===== src/verilog/adsc_pkg.sv =====
// package for the accessory detect and switch control block
// assumes a single 40 MHz clock domain
package adsc_pkg;
   localparam int CLK_MHZ = 40;
   localparam int ADC_W = 5;
   localparam int TYPE_W = 4;
   localparam int T_ON_NS = 95000;
   localparam int T_OFF_NS = 3500;
   localparam int T_SWRST_MS = 30;
   localparam int TON_CYC = T_ON_NS * CLK_MHZ / 1000;
   localparam int TOFF_CYC = T_OFF_NS * CLK_MHZ / 1000;
   localparam int SWRST_CYC = T_SWRST_MS * 1000 * CLK_MHZ + 1;
   localparam logic [ADC_W-1:0] ADC_NONE = 5'h1F;
   localparam logic [ADC_W-1:0] ADC_UART = 5'h16;
   localparam logic [ADC_W-1:0] ADC_PPD = 5'h14;
   localparam logic [ADC_W-1:0] ADC_FUSB0 = 5'h18;
   localparam logic [ADC_W-1:0] ADC_FUSB1 = 5'h19;
   localparam logic [ADC_W-1:0] ADC_FUART0 = 5'h1C;
   localparam logic [ADC_W-1:0] ADC_FUART1 = 5'h1D;
   localparam logic [ADC_W-1:0] ADC_OTG = 5'h00;
   localparam logic [TYPE_W-1:0] TY_NONE = 4'h0;
   localparam logic [TYPE_W-1:0] TY_USB = 4'h1;
   localparam logic [TYPE_W-1:0] TY_CHG = 4'h2;
   localparam logic [TYPE_W-1:0] TY_UART = 4'h3;
   localparam logic [TYPE_W-1:0] TY_FUSB = 4'h4;
   localparam logic [TYPE_W-1:0] TY_FUART = 4'h5;
   localparam logic [TYPE_W-1:0] TY_OTG = 4'h6;
   localparam logic [TYPE_W-1:0] TY_OTHER = 4'h7;
   localparam logic [1:0] SW_USB = 2'h1;
   localparam logic [1:0] SW_UART = 2'h2;
   typedef enum logic [2:0] {
      ST_STBY = 3'h1,
      ST_MEAS = 3'h2,
      ST_ATT = 3'h4
   } adsc_state_t;
endpackage


===== src/verilog/adsc_ctrl.sv =====
// accessory detect and switch control: detection, type record, switch drive
// assumes comparator/adc results and decoded host writes are synchronous to i_mclk
`timescale 1ns/1ps
// Summary of operation
// - detects inserted accessory on its own and classifies its type
// - stores the classified type in a host-readable register output
// - in auto mode switches follow the detection result
// - manual mode lets host choose open and closed switches
// - standby after power-up and whenever nothing is attached
// - standby watches bus-power and id comparators for insertion
// - detection enabled by battery or bus supply, battery preferred
// - i2c enabled only with io rail and battery present
// - no battery and no bus holds power-down reset
// - bus power high and not charger measures id impedance
// - bus power low with attach uses adc on id line
// - both i2c lines low over 30 ms resets digital logic
// - after soft reset irq_out_n stays low until mask cleared
// - power-on reset release sets registers and detection state machine to default
module adsc_ctrl #(
   parameter int SWRST_CYCLES = adsc_pkg::SWRST_CYC
) (
   input wire logic i_mclk,
   input wire logic i_rst_b,
   input wire logic i_bat_ok,
   input wire logic i_bus_ok,
   input wire logic i_io_rail_supply,
   input wire logic i_vbus_cmp,
   input wire logic i_id_cmp,
   input wire logic i_chg_det,
   input wire logic i_adc_valid,
   input wire logic [adsc_pkg::ADC_W-1:0] i_adc_code,
   input wire logic i_scl,
   input wire logic i_sda,
   input wire logic i_ack,
   input wire logic i_man_wr,
   input wire logic i_man_mode,
   input wire logic [1:0] i_man_sw,
   input wire logic i_mask_clr,
   output logic [adsc_pkg::TYPE_W-1:0] o_acc_type,
   output logic [adsc_pkg::ADC_W-1:0] o_adc_reg,
   output logic [1:0] o_sw_close,
   output logic o_adc_start,
   output logic o_i2c_en,
   output logic o_det_en,
   output logic o_supply_bat,
   output logic o_irq_out_n,
   output logic o_soft_rst
);
   import adsc_pkg::*;

   logic [1:0] rsync_r;
   logic rst_b;
   logic pwr_ok;
   always_ff @(posedge i_mclk or negedge i_rst_b) begin
      if (!i_rst_b) rsync_r <= 2'h0;
      else rsync_r <= {rsync_r[0], 1'b1};
   end
   assign pwr_ok = i_bat_ok | i_bus_ok;
   assign rst_b = rsync_r[1];

   function automatic logic [TYPE_W-1:0] adsc_classify(input logic [ADC_W-1:0] c);
      unique case (c)
         ADC_OTG: adsc_classify = TY_OTG;
         ADC_UART, ADC_PPD: adsc_classify = TY_UART;
         ADC_FUSB0, ADC_FUSB1: adsc_classify = TY_FUSB;
         ADC_FUART0, ADC_FUART1: adsc_classify = TY_FUART;
         default: adsc_classify = TY_OTHER;
      endcase
   endfunction

   function automatic logic [1:0] adsc_sw_of(input logic [TYPE_W-1:0] t);
      unique case (t)
         TY_USB, TY_FUSB, TY_OTG: adsc_sw_of = SW_USB;
         TY_UART, TY_FUART: adsc_sw_of = SW_UART;
         default: adsc_sw_of = 2'h0;
      endcase
   endfunction

   adsc_state_t st_r, st_nxt;
   logic [TYPE_W-1:0] type_r, type_nxt;
   logic [ADC_W-1:0] adc_r, adc_nxt;
   logic [1:0] sw_r, sw_nxt, man_r, man_nxt, tgt;
   logic mode_r, mode_nxt, mask_r, mask_nxt;
   logic [31:0] sr_cnt_r, sr_cnt_nxt;
   logic [31:0] dly_r, dly_nxt;
   logic soft_r, soft_nxt;
   logic attach, i2c_ok, hard_clr;

   assign i2c_ok = i_io_rail_supply & i_bat_ok;
   assign attach = i_vbus_cmp | i_id_cmp;
   assign hard_clr = soft_r | ~pwr_ok;

   always_comb begin
      st_nxt = st_r;
      type_nxt = type_r;
      adc_nxt = adc_r;
      man_nxt = man_r;
      mode_nxt = mode_r;
      mask_nxt = mask_r;
      sr_cnt_nxt = 32'h0;
      soft_nxt = 1'b0;
      if (i2c_ok && !i_scl && !i_sda) begin
         sr_cnt_nxt = sr_cnt_r + 32'h1;
         if (sr_cnt_r == 32'(SWRST_CYCLES - 1)) soft_nxt = 1'b1;
      end
      if (i2c_ok && i_man_wr) begin
         man_nxt = i_man_sw;
         mode_nxt = i_man_mode;
      end
      if (i2c_ok && i_mask_clr) mask_nxt = 1'b0;
      unique case (st_r)
         ST_STBY: begin
            if (attach) st_nxt = ST_MEAS;
         end
         ST_MEAS: begin
            if (!attach) st_nxt = ST_STBY;
            else if (i_vbus_cmp && i_chg_det) begin
               type_nxt = TY_CHG;
               st_nxt = ST_ATT;
            end else if (i_adc_valid) begin
               adc_nxt = i_adc_code;
               if (i_adc_code == ADC_NONE && i_vbus_cmp) type_nxt = TY_USB;
               else type_nxt = adsc_classify(i_adc_code);
               st_nxt = ST_ATT;
            end
         end
         ST_ATT: begin
            if (!attach) begin
               st_nxt = ST_STBY;
               type_nxt = TY_NONE;
               adc_nxt = ADC_NONE;
            end
         end
         default: st_nxt = ST_STBY;
      endcase
      if (hard_clr) begin
         st_nxt = ST_STBY;
         type_nxt = TY_NONE;
         adc_nxt = ADC_NONE;
         man_nxt = 2'h0;
         mode_nxt = 1'b0;
         mask_nxt = soft_r;
         sr_cnt_nxt = 32'h0;
         soft_nxt = 1'b0;
      end
   end

   assign tgt = mode_r ? man_r : adsc_sw_of(type_r);

   always_comb begin
      sw_nxt = sw_r;
      dly_nxt = 32'h0;
      if (tgt != sw_r) begin
         dly_nxt = dly_r + 32'h1;
         if ((|(sw_r & ~tgt) && dly_r >= 32'(TOFF_CYC - 1))
             || dly_r >= 32'(TON_CYC - 1)) begin
            sw_nxt = tgt;
            dly_nxt = 32'h0;
         end
      end
      if (hard_clr) begin
         sw_nxt = 2'h0;
         dly_nxt = 32'h0;
      end
   end

   always_ff @(posedge i_mclk or negedge rst_b) begin
      if (!rst_b) begin
         st_r <= ST_STBY;
         type_r <= TY_NONE;
         adc_r <= ADC_NONE;
         man_r <= 2'h0;
         mode_r <= 1'b0;
         mask_r <= 1'b0;
         sr_cnt_r <= 32'h0;
         dly_r <= 32'h0;
         soft_r <= 1'b0;
         sw_r <= 2'h0;
      end else begin
         st_r <= st_nxt;
         type_r <= type_nxt;
         adc_r <= adc_nxt;
         man_r <= man_nxt;
         mode_r <= mode_nxt;
         mask_r <= mask_nxt;
         sr_cnt_r <= sr_cnt_nxt;
         dly_r <= dly_nxt;
         soft_r <= soft_nxt;
         sw_r <= sw_nxt;
      end
   end

   assign o_acc_type = type_r;
   assign o_adc_reg = adc_r;
   assign o_sw_close = sw_r;
   assign o_adc_start = (st_r == ST_MEAS) & ~(i_vbus_cmp & i_chg_det);
   assign o_i2c_en = i2c_ok & rst_b;
   assign o_det_en = pwr_ok & rst_b;
   assign o_supply_bat = i_bat_ok;
   assign o_irq_out_n = ~mask_r;
   assign o_soft_rst = soft_r;

   // helpers: cycles a switch change has waited
   logic [31:0] pend_cnt_r, pend_cnt_nxt, open_cnt_r, open_cnt_nxt;
   logic open_pend;
   assign open_pend = |(sw_r & ~tgt) & ~hard_clr;
   always_comb begin
      pend_cnt_nxt = 32'h0;
      open_cnt_nxt = 32'h0;
      if (tgt != sw_r && sw_nxt == sw_r && !hard_clr) pend_cnt_nxt = pend_cnt_r + 32'h1;
      if (open_pend && sw_nxt == sw_r) open_cnt_nxt = open_cnt_r + 32'h1;
   end
   always_ff @(posedge i_mclk or negedge rst_b) begin
      if (!rst_b) begin
         pend_cnt_r <= 32'h0;
         open_cnt_r <= 32'h0;
      end else begin
         pend_cnt_r <= pend_cnt_nxt;
         open_cnt_r <= open_cnt_nxt;
      end
   end

   // checks
   stby_hold_a: assert property (@(posedge i_mclk) disable iff (!rst_b)
      (st_r == ST_STBY && !attach && !hard_clr) |=> st_r == ST_STBY)
      else $error("left standby without attach");
   stby_wake_a: assert property (@(posedge i_mclk) disable iff (!rst_b)
      (st_r == ST_STBY && attach && !hard_clr) |=> st_r == ST_MEAS)
      else $error("attach not seen");
   type_rec_a: assert property (@(posedge i_mclk) disable iff (!rst_b)
      (st_r == ST_MEAS && attach && i_vbus_cmp && i_chg_det && !hard_clr)
      |=> o_acc_type == TY_CHG) else $error("charger type not stored");
   type_keep_a: assert property (@(posedge i_mclk) disable iff (!rst_b)
      (st_r == ST_ATT && attach && !hard_clr) |=> $stable(o_acc_type))
      else $error("stored type changed");
   detach_clr_a: assert property (@(posedge i_mclk) disable iff (!rst_b)
      (st_r == ST_ATT && !attach && !hard_clr)
      |=> (st_r == ST_STBY && o_acc_type == TY_NONE && o_adc_reg == ADC_NONE))
      else $error("detach not cleared");
   auto_sw_a: assert property (@(posedge i_mclk) disable iff (!rst_b)
      (!mode_r && sw_r != adsc_sw_of(type_r)) |-> tgt == adsc_sw_of(type_r))
      else $error("auto target wrong");
   man_sw_a: assert property (@(posedge i_mclk) disable iff (!rst_b)
      (i2c_ok && i_man_wr && i_man_mode && !hard_clr) |=> tgt == $past(i_man_sw))
      else $error("manual target wrong");
   man_lock_a: assert property (@(posedge i_mclk) disable iff (!rst_b)
      (!i2c_ok && !hard_clr) |=> ($stable(mode_r) && $stable(man_r)))
      else $error("write taken without i2c");
   i2c_gate_a: assert property (@(posedge i_mclk) disable iff (!rst_b)
      !i_io_rail_supply |-> !o_i2c_en) else $error("i2c on without io rail");
   i2c_on_a: assert property (@(posedge i_mclk) disable iff (!rst_b)
      (i_io_rail_supply && i_bat_ok) |-> o_i2c_en) else $error("i2c off with supplies");

   // switch delays against the on and off times
   open_time_a: assert property (@(posedge i_mclk) disable iff (!rst_b)
      open_pend |-> open_cnt_r < 32'(TOFF_CYC))
      else $error("switch open too slow");
   close_time_a: assert property (@(posedge i_mclk) disable iff (!rst_b)
      (tgt != sw_r && !hard_clr) |-> pend_cnt_r < 32'(TON_CYC))
      else $error("switch close too slow");
   sw_early_a: assert property (@(posedge i_mclk) disable iff (!rst_b)
      (sw_nxt != sw_r && !hard_clr) |-> pend_cnt_r >= 32'(TOFF_CYC - 1))
      else $error("switch moved too early");
   close_early_a: assert property (@(posedge i_mclk) disable iff (!rst_b)
      (sw_nxt != sw_r && !open_pend && !hard_clr) |-> pend_cnt_r == 32'(TON_CYC - 1))
      else $error("switch closed at wrong time");

   // supplies, resets and measurement
   pdn_rst_a: assert property (@(posedge i_mclk) disable iff (!rst_b)
      (!i_bat_ok && !i_bus_ok) |=> (st_r == ST_STBY && o_sw_close == 2'h0))
      else $error("no power-down reset");
   det_off_a: assert property (@(posedge i_mclk) disable iff (!rst_b)
      (!i_bat_ok && !i_bus_ok) |-> !o_det_en) else $error("detection on without supply");
   irq_hold_a: assert property (@(posedge i_mclk) disable iff (!rst_b)
      (soft_r) |=> !o_irq_out_n) else $error("irq not held after soft reset");
   irq_clr_a: assert property (@(posedge i_mclk) disable iff (!rst_b)
      (i2c_ok && i_mask_clr && !hard_clr) |=> o_irq_out_n)
      else $error("irq mask not cleared");
   soft_cnt_a: assert property (@(posedge i_mclk) disable iff (!rst_b)
      soft_r |-> sr_cnt_r == 32'(SWRST_CYCLES))
      else $error("soft reset count wrong");
   det_en_a: assert property (@(posedge i_mclk) disable iff (!rst_b)
      (i_bat_ok || i_bus_ok) |-> o_det_en) else $error("detection disabled");
   sup_bat_a: assert property (@(posedge i_mclk) disable iff (!rst_b)
      i_bat_ok |-> o_supply_bat) else $error("battery not used as supply");
   adc_req_a: assert property (@(posedge i_mclk) disable iff (!rst_b)
      (st_r == ST_MEAS && !i_vbus_cmp) |-> o_adc_start)
      else $error("adc not requested");
   chg_skip_a: assert property (@(posedge i_mclk) disable iff (!rst_b)
      (st_r == ST_MEAS && i_vbus_cmp && i_chg_det) |-> !o_adc_start)
      else $error("adc requested for charger");
   cls_a: assert property (@(posedge i_mclk) disable iff (!rst_b)
      (st_r == ST_MEAS && attach && i_adc_valid && !(i_vbus_cmp && i_chg_det) && !hard_clr)
      |=> st_r == ST_ATT) else $error("no classification");

   // coverage of main scenarios
   cov_attach_c: cover property (@(posedge i_mclk) disable iff (!rst_b)
      st_r == ST_MEAS ##1 st_r == ST_ATT);
   cov_manual_c: cover property (@(posedge i_mclk) disable iff (!rst_b)
      mode_r && sw_r == SW_UART);
   cov_soft_c: cover property (@(posedge i_mclk) disable iff (!rst_b) soft_r);
   cov_detach_c: cover property (@(posedge i_mclk) disable iff (!rst_b)
      st_r == ST_ATT ##1 st_r == ST_STBY);
   cov_charger_c: cover property (@(posedge i_mclk) disable iff (!rst_b)
      st_r == ST_MEAS && i_vbus_cmp && i_chg_det);
endmodule // adsc_ctrl


===== config.mk =====
export PLATFORM = sky130hd
export DESIGN_NAME = adsc_ctrl
export DESIGN_NICKNAME = d
export VERILOG_FILES = /design/src/verilog/adsc_pkg.sv /design/src/verilog/adsc_ctrl.sv
export SDC_FILE = /design/constraint.sdc
export NUM_CORES = 1
export LEC_CHECK = 0
export BUFFER_PORTS_ARGS = -buffer_cell sky130_fd_sc_hd__buf_2
export CAP_MARGIN = 20
export CORE_MARGIN = 4
export CORE_UTILIZATION = 45
export CTS_CLUSTER_DIAMETER = 60
export DETAILED_ROUTE_END_ITERATION = 16
export PLACE_DENSITY = 0.74
export SLEW_MARGIN = 15
export SYNTH_ARGS = -nofsm -noshare
export SYNTH_HDL_FRONTEND = slang
export SYNTH_SLANG_ARGS = --single-unit

===== constraint.sdc =====
create_clock -name i_mclk -period 3.3 [get_ports i_mclk]
set_input_delay 0.165 -clock i_mclk [delete_from_list [all_inputs] [get_ports i_mclk]]
set_output_delay 0.165 -clock i_mclk [all_outputs]
set_load 0.005 [all_outputs]

==> results of run 1 <==
cells in the mapped netlist (all sizes together):
| master | count | area, um2 |
|---|---|---|
| nand3 | 19 | 120 |
| buf | 6 | 47.5 |
| ha | 5 | 62.6 |
| o211ai | 1 | 7.51 |
| clkbuf | 5 | 20.0 |
| and3b | 1 | 8.76 |
| nor4b | 4 | 35.0 |
| mux2 | 3 | 33.8 |
| a31oi | 1 | 6.26 |
| nand2 | 23 | 86.3 |
| nor2 | 57 | 214 |
| or2 | 3 | 18.8 |
| nand2b | 4 | 25.0 |
| nand4 | 13 | 118 |
| nor4 | 18 | 149 |
| conb | 2 | 7.51 |
| o21a | 2 | 15.0 |
| mux2i | 10 | 100 |
| o22ai | 1 | 6.26 |
| and4 | 4 | 41.3 |
| inv | 19 | 71.3 |
| and2 | 2 | 12.5 |
| xor2 | 9 | 78.8 |
| o32ai | 2 | 17.5 |
| o21ai | 13 | 65.1 |
| a21boi | 1 | 7.51 |
| and3 | 4 | 25.0 |
| xnor2 | 27 | 236 |
| nor3b | 2 | 15.0 |
| a21oi | 12 | 60.1 |
| a41oi | 2 | 17.5 |
| nor3 | 17 | 85.1 |
| a2111oi | 2 | 17.5 |
| o21ba | 1 | 10.0 |
| dfrtp | 78 | 1950 |
| o21bai | 1 | 7.51 |
| dfstp | 6 | 158 |
| or3 | 6 | 37.5 |
metal layers:
metal	vias to the layer above	share of wire [%]
met4	0	0.94
li1	1438	-
met5	-	0
met2	54	48
met3	7	4.7
met1	1410	47
layout by cell type (no fill, tap or decap), types with 5 or more instances in the layout:
cell      instances
nand3_1          17
nor2_1           57
mux2i_1          10
o21ai_0          12
nor4_1           15
dfstp_2           6
dfrtp_1          77
conb_1           22
a21oi_1          12
nand4_1          10
xnor2_1          27
ha_1              5
nor3_1           17
clkbuf_8         10
xor2_1            9
buf_2            36
inv_1            19
nand2_1          23
or3_1             6
where the power goes:
part           switching, mW  internal, mW  leakage, nW
registers             0.0692          1.11         1.09
logic                  0.167         0.145        0.748
clock network          0.347         0.367       0.0991
total                  0.583          1.62         1.94
metrics by stage:
stage	setup slack, ps	hold WS, ps	instance area [um2]	std cells	total power, mW
CTS	1280	57.8	4540	558	2.23
finish	1290	59.4	4540	558	2.21
floorplan	697	-131	4070	406	1.39
detailed placement	1330	-46.8	4340	541	1.51
global placement	1410	-49.1	4340	541	1.50
global route	1100	81.7	4540	558	2.33
kinds of logic after synthesis:
group / after synthesis / share of synthesized area (%)
and+or+nand+nor: 177 / 24.8
DFF: 84 / 52.8
AOI/OAI and AO/OA: 39 / 5.95
xor gates and xnor gates: 36 / 7.89
buffers and inverters: 30 / 3.47
muxes: 13 / 3.35
adders and majority gates: 5 / 1.57
other: 2 / 0.188
cell type report:
class,count,share of cell area [%]
Clock inverter,5,1.16
Tap cell,108,2.98
Sequential cell,84,46.5
Inverter,19,1.57
Timing Repair Buffer,39,4.52
Clock buffer,11,3.11
Multi-Input combinational cell,292,40.1
what timing repair did:
| action | 4_1_cts | 5_1_grt |
|---|---|---|
| endpoints found under the setup margin | 0 | 0 |
| hold buffers | 1 | 0 |
| hold endpoints to repair | 2 | 0 |
| buffers inserted | 0 | 0 |
final timing paths:
check                                     to  cells after the start
worst max-delay path               dly_r[11]                      8
worst min-delay path                man_r[0]                      3
worst max register to register     dly_r[11]                      8
worst min register to register  sr_cnt_r[16]                      0
max in group asynchronous            st_r[0]                      1
min in group asynchronous         rsync_r[1]                      2
worst max-delay path: stages, from the launching register on:
cell,delay [ps]
dfrtp_1,410
nor3b_1,150
a21oi_1,120
nor2_1,50
a21oi_1,230
ha_1,290
nand2_1,130
nand3_1,330
nor2_1,220
==> results.yml, run 1 <==
status:
  status: "finished clean"
route:
  drtIter0Drc: 97
  ant_nets: 0
  wl_per_cell_um: 13.5
  drt-total-wl_um: 7560
  dr.pass1.iters: 4
  drc: 0
  num_vias: 2909
  vias_per_cell: 5.21
die:
  start_util_pct: 46.0
  die_w_um: 102
  fp.coreArea_um2: 8680
  rows: 34
  io_pins: 39
  dieArea_um2: 10500
  fp.dieH_um: 102
clock_tree:
  clkSinkCount: 84
  clock_latency_ps: 350
  htreeDepth: 3
  clk_pin_slew_worst_paths_ps: 90
  cts_made_buffers: 9
  cts_tree: "yes"
  clock_path_buffers: 2
  postCtsResizedCells: 0
  root_buffer: "clkbuf_8"
yosys:
  ys_seq_area_share_pct: 52.8
  ys_types: 49
  postSynthAreaPerCell_um2: 10.4
  synth_seq_cells: 84
  syn-instance-count: 386
  yosysWarnings: 0
  syn-cell-area_um2: 4000
placement:
  hpwl_um: 5330
  io_buffer_count: 36
  place.gp.congestion: 0.834
timing:
  fmax_ghz: 0.498
  post-route-period-util_pct: 60.8
  hold_viol: 0
  tightest_slew_ps: 764
  finalMaxSlewViolations: 0
  fin_skew_ps: 17.1
  max_slew_margin_pct: 48.9
  setup_tns_ps: 0
  rsz0062_at_grt: "false"
  fin_crit_ps: 2010
  setup_violations: 0
global_route:
  grt_pass1_vias: 2816
  grt_first_pass_wirelength_um: 12900
  grt-ovfl-total: 0
  use_met1_pct: 21.5
  grt_most_used_layer: "met2"
  track_usage_pct: 15.6
  antenna_found_initial: 0
  grt_max_degree: 47
  grt_use_met3_pct: 3.62
  grt_util_met2_pct: 25.1
worst_setup_path:
  cp_max_fo: 11
  r2r-start: "o_acc_type[0]"
  cp.arrival_ps: 2270
  crit_path_start_kind: "flop"
  crit_path_start: "o_acc_type[0]"
  crit_type: "flop to flop"
  worst_ep_required_time_ps: 3560
  cp-end-kind: "flop"
  reg2reg_slack_ps: 1290
final_layout:
  fin_nets: 472
  regArea_um2: 2110
  num_antenna_cells: 0
  fin_util_pct: 52.3
  areaGrowthSynthToFinish_pct: 13.7
  drive_gt1_share_pct: 17.3
  multi_input_area_um2: 1820
  fillers: 764
run:
  max-cap-violations: 0
power:
  ir_drop_v: 0.000191
  power.density_nw_per_um2: 486
  p_leak_nw: 1.94
worst_hold_path:
  hp-start: "i_man_sw[0]"
  hold_path.class: "input pin to flop"
No activity file was read; power rests on OpenSTA's default activity.
==> run 2: changes to the inputs <==
==> constraint.sdc (replaced) <==
create_clock -name i_mclk -period 1.9 [get_ports i_mclk]
set_input_delay 0.095 -clock i_mclk [delete_from_list [all_inputs] [get_ports i_mclk]]
set_output_delay 0.095 -clock i_mclk [all_outputs]
set_load 0.005 [all_outputs]
==> results.yml, run 2 (synthesized netlist as in run 1, its figures left out) <==
worst_setup_path:
  reg2reg_slack_ps: 110
  critPathCapture: "dly_r[11]"
  crit_path_start_kind: "flop"
  cp.arrival_ps: 2070
  r2r_end: "dly_r[11]"
  r2r-start: "o_acc_type[2]"
  cp_max_fo: 6
  crit_path_start: "o_acc_type[2]"
  crit_type: "flop to flop"
  r2r.worst_path.cells: 8
  cp-end-kind: "flop"
  worst_ep_required_time_ps: 2180
clock_tree:
  root_buffer: "clkbuf_8"
  clkSinkCount: 84
  clock_latency_ps: 350
  clk_pin_slew_worst_paths_ps: 80
  cts_made_buffers: 9
  htreeDepth: 3
  clock_path_buffers: 2
  cts_tree: "yes"
power:
  p_total_mw: 3.93
  p_leak_nw: 2.00
  ir_drop_v: 0.000368
  power.density_nw_per_um2: 835
final_layout:
  multi_input_area_um2: 1900
  areaGrowthSynthToFinish_pct: 17.9
  fin_area_um2: 4710
  final_cell_mix: "dfrtp_1, nor2_1, buf_2"
  regArea_um2: 2120
  num_antenna_cells: 0
  fin_nets: 483
  drive_gt1_share_pct: 22.6
  layout_commonest_cell: "dfrtp_1"
  fillers: 767
global_route:
  grt_max_degree: 62
  grt_pass1_vias: 2953
  antenna_found_initial: 0
  grt_first_pass_wirelength_um: 13400
  grt-ovfl-total: 0
  track_usage_pct: 16.2
timing:
  fin_crit_ps: 1790
  hold_viol: 0
  setup_violations: 0
  finalMaxSlewViolations: 0
  post-route-period-util_pct: 94.2
  fin_skew_ps: 14.0
  setup_tns_ps: 0
  fmax_ghz: 0.558
route:
  dr.pass1.iters: 4
  drc: 0
  wl_per_cell_um: 13.9
  drtIter0Drc: 84
  vias_per_cell: 5.24
  drt-total-wl_um: 7930
  ant_nets: 0
  num_vias: 2983
worst_hold_path:
  hold_path.class: "input pin to flop"
placement:
  place.gp.congestion: 0.818
  postPlaceCellArea_um2: 4410
  hpwl_um: 5660
  io_buffer_count: 36
die:
  start_util_pct: 46.0
  die_w_um: 102
  rows: 34
  fp.dieH_um: 102
  io_pins: 39
  fp.coreArea_um2: 8680
  dieArea_um2: 10500
run:
  max-cap-violations: 0
status:
  status: "finished clean"
run 2: worst min path at each step:
stage,from,to,cells past startpoint
floorplan,i_rst_b,rsync_r[0],0
global placement,i_rst_b,rsync_r[0],1
detailed placement,i_rst_b,rsync_r[0],1
CTS,i_man_mode,mode_r,3
global route,i_man_mode,mode_r,3
finish,i_man_mode,mode_r,3
run 2: metrics by stage:
step           cells  setup WS, ps  util (%)  hold slack [ps]
2_1_floorplan    406           220         -             -201
4_1_cts          567          19.4      53.2             11.2
6_report         569           109      54.3             26.6
3_5_place_dp     549          25.9      50.8             -116
5_1_grt          569         -42.7      54.3             18.6
3_3_place_gp     549           153      50.8             -119
run 2: power breakdown:
| part | total (mW) | internal [mW] | switching (mW) | leakage [nW] |
|---|---|---|---|---|
| Combinational | 0.709 | 0.345 | 0.365 | 0.819 |
| Clock | 1.17 | 0.546 | 0.623 | 0.0917 |
| Sequential | 2.06 | 1.94 | 0.121 | 1.09 |
run 2: layout make-up:
type / count / share of cell area, %
inverter: 19 / 1.51
clock inverter: 5 / 0.717
timing repair buffer: 50 / 6.43
sequential: 84 / 44.9
tap: 108 / 2.87
clock buffer: 11 / 3.21
multi-input combinational: 292 / 40.4
run 2: worst max-delay path: stages (launching register included):
cell and delay [ps]:
dfrtp_2 450, xnor2_1 140, nor3_1 180, a21oi_2 80, ha_1 230, o22ai_4 210, nand3_1 150, buf_4 180
nor2_1 110
run 2: metal layers:
metal  vias to the layer above  GRT usage [%]  part of all wire [%]
li1                       1461              -                     -
met1                      1465           21.1                    44
met2                        52           26.7                    51
met3                         5           4.16                   4.3
met4                         0           5.05                  0.91
met5                         -              0                     0
run 2: timing repair:
| action | 4_1_cts | 5_1_grt |
|---|---|---|
| setup buffers | 0 | 2 |
| resized for setup | 0 | 18 |
| endpoints found under the hold margin | 3 | 0 |
| hold buffers | 2 | 0 |
| endpoints found under the setup margin | 0 | 14 |
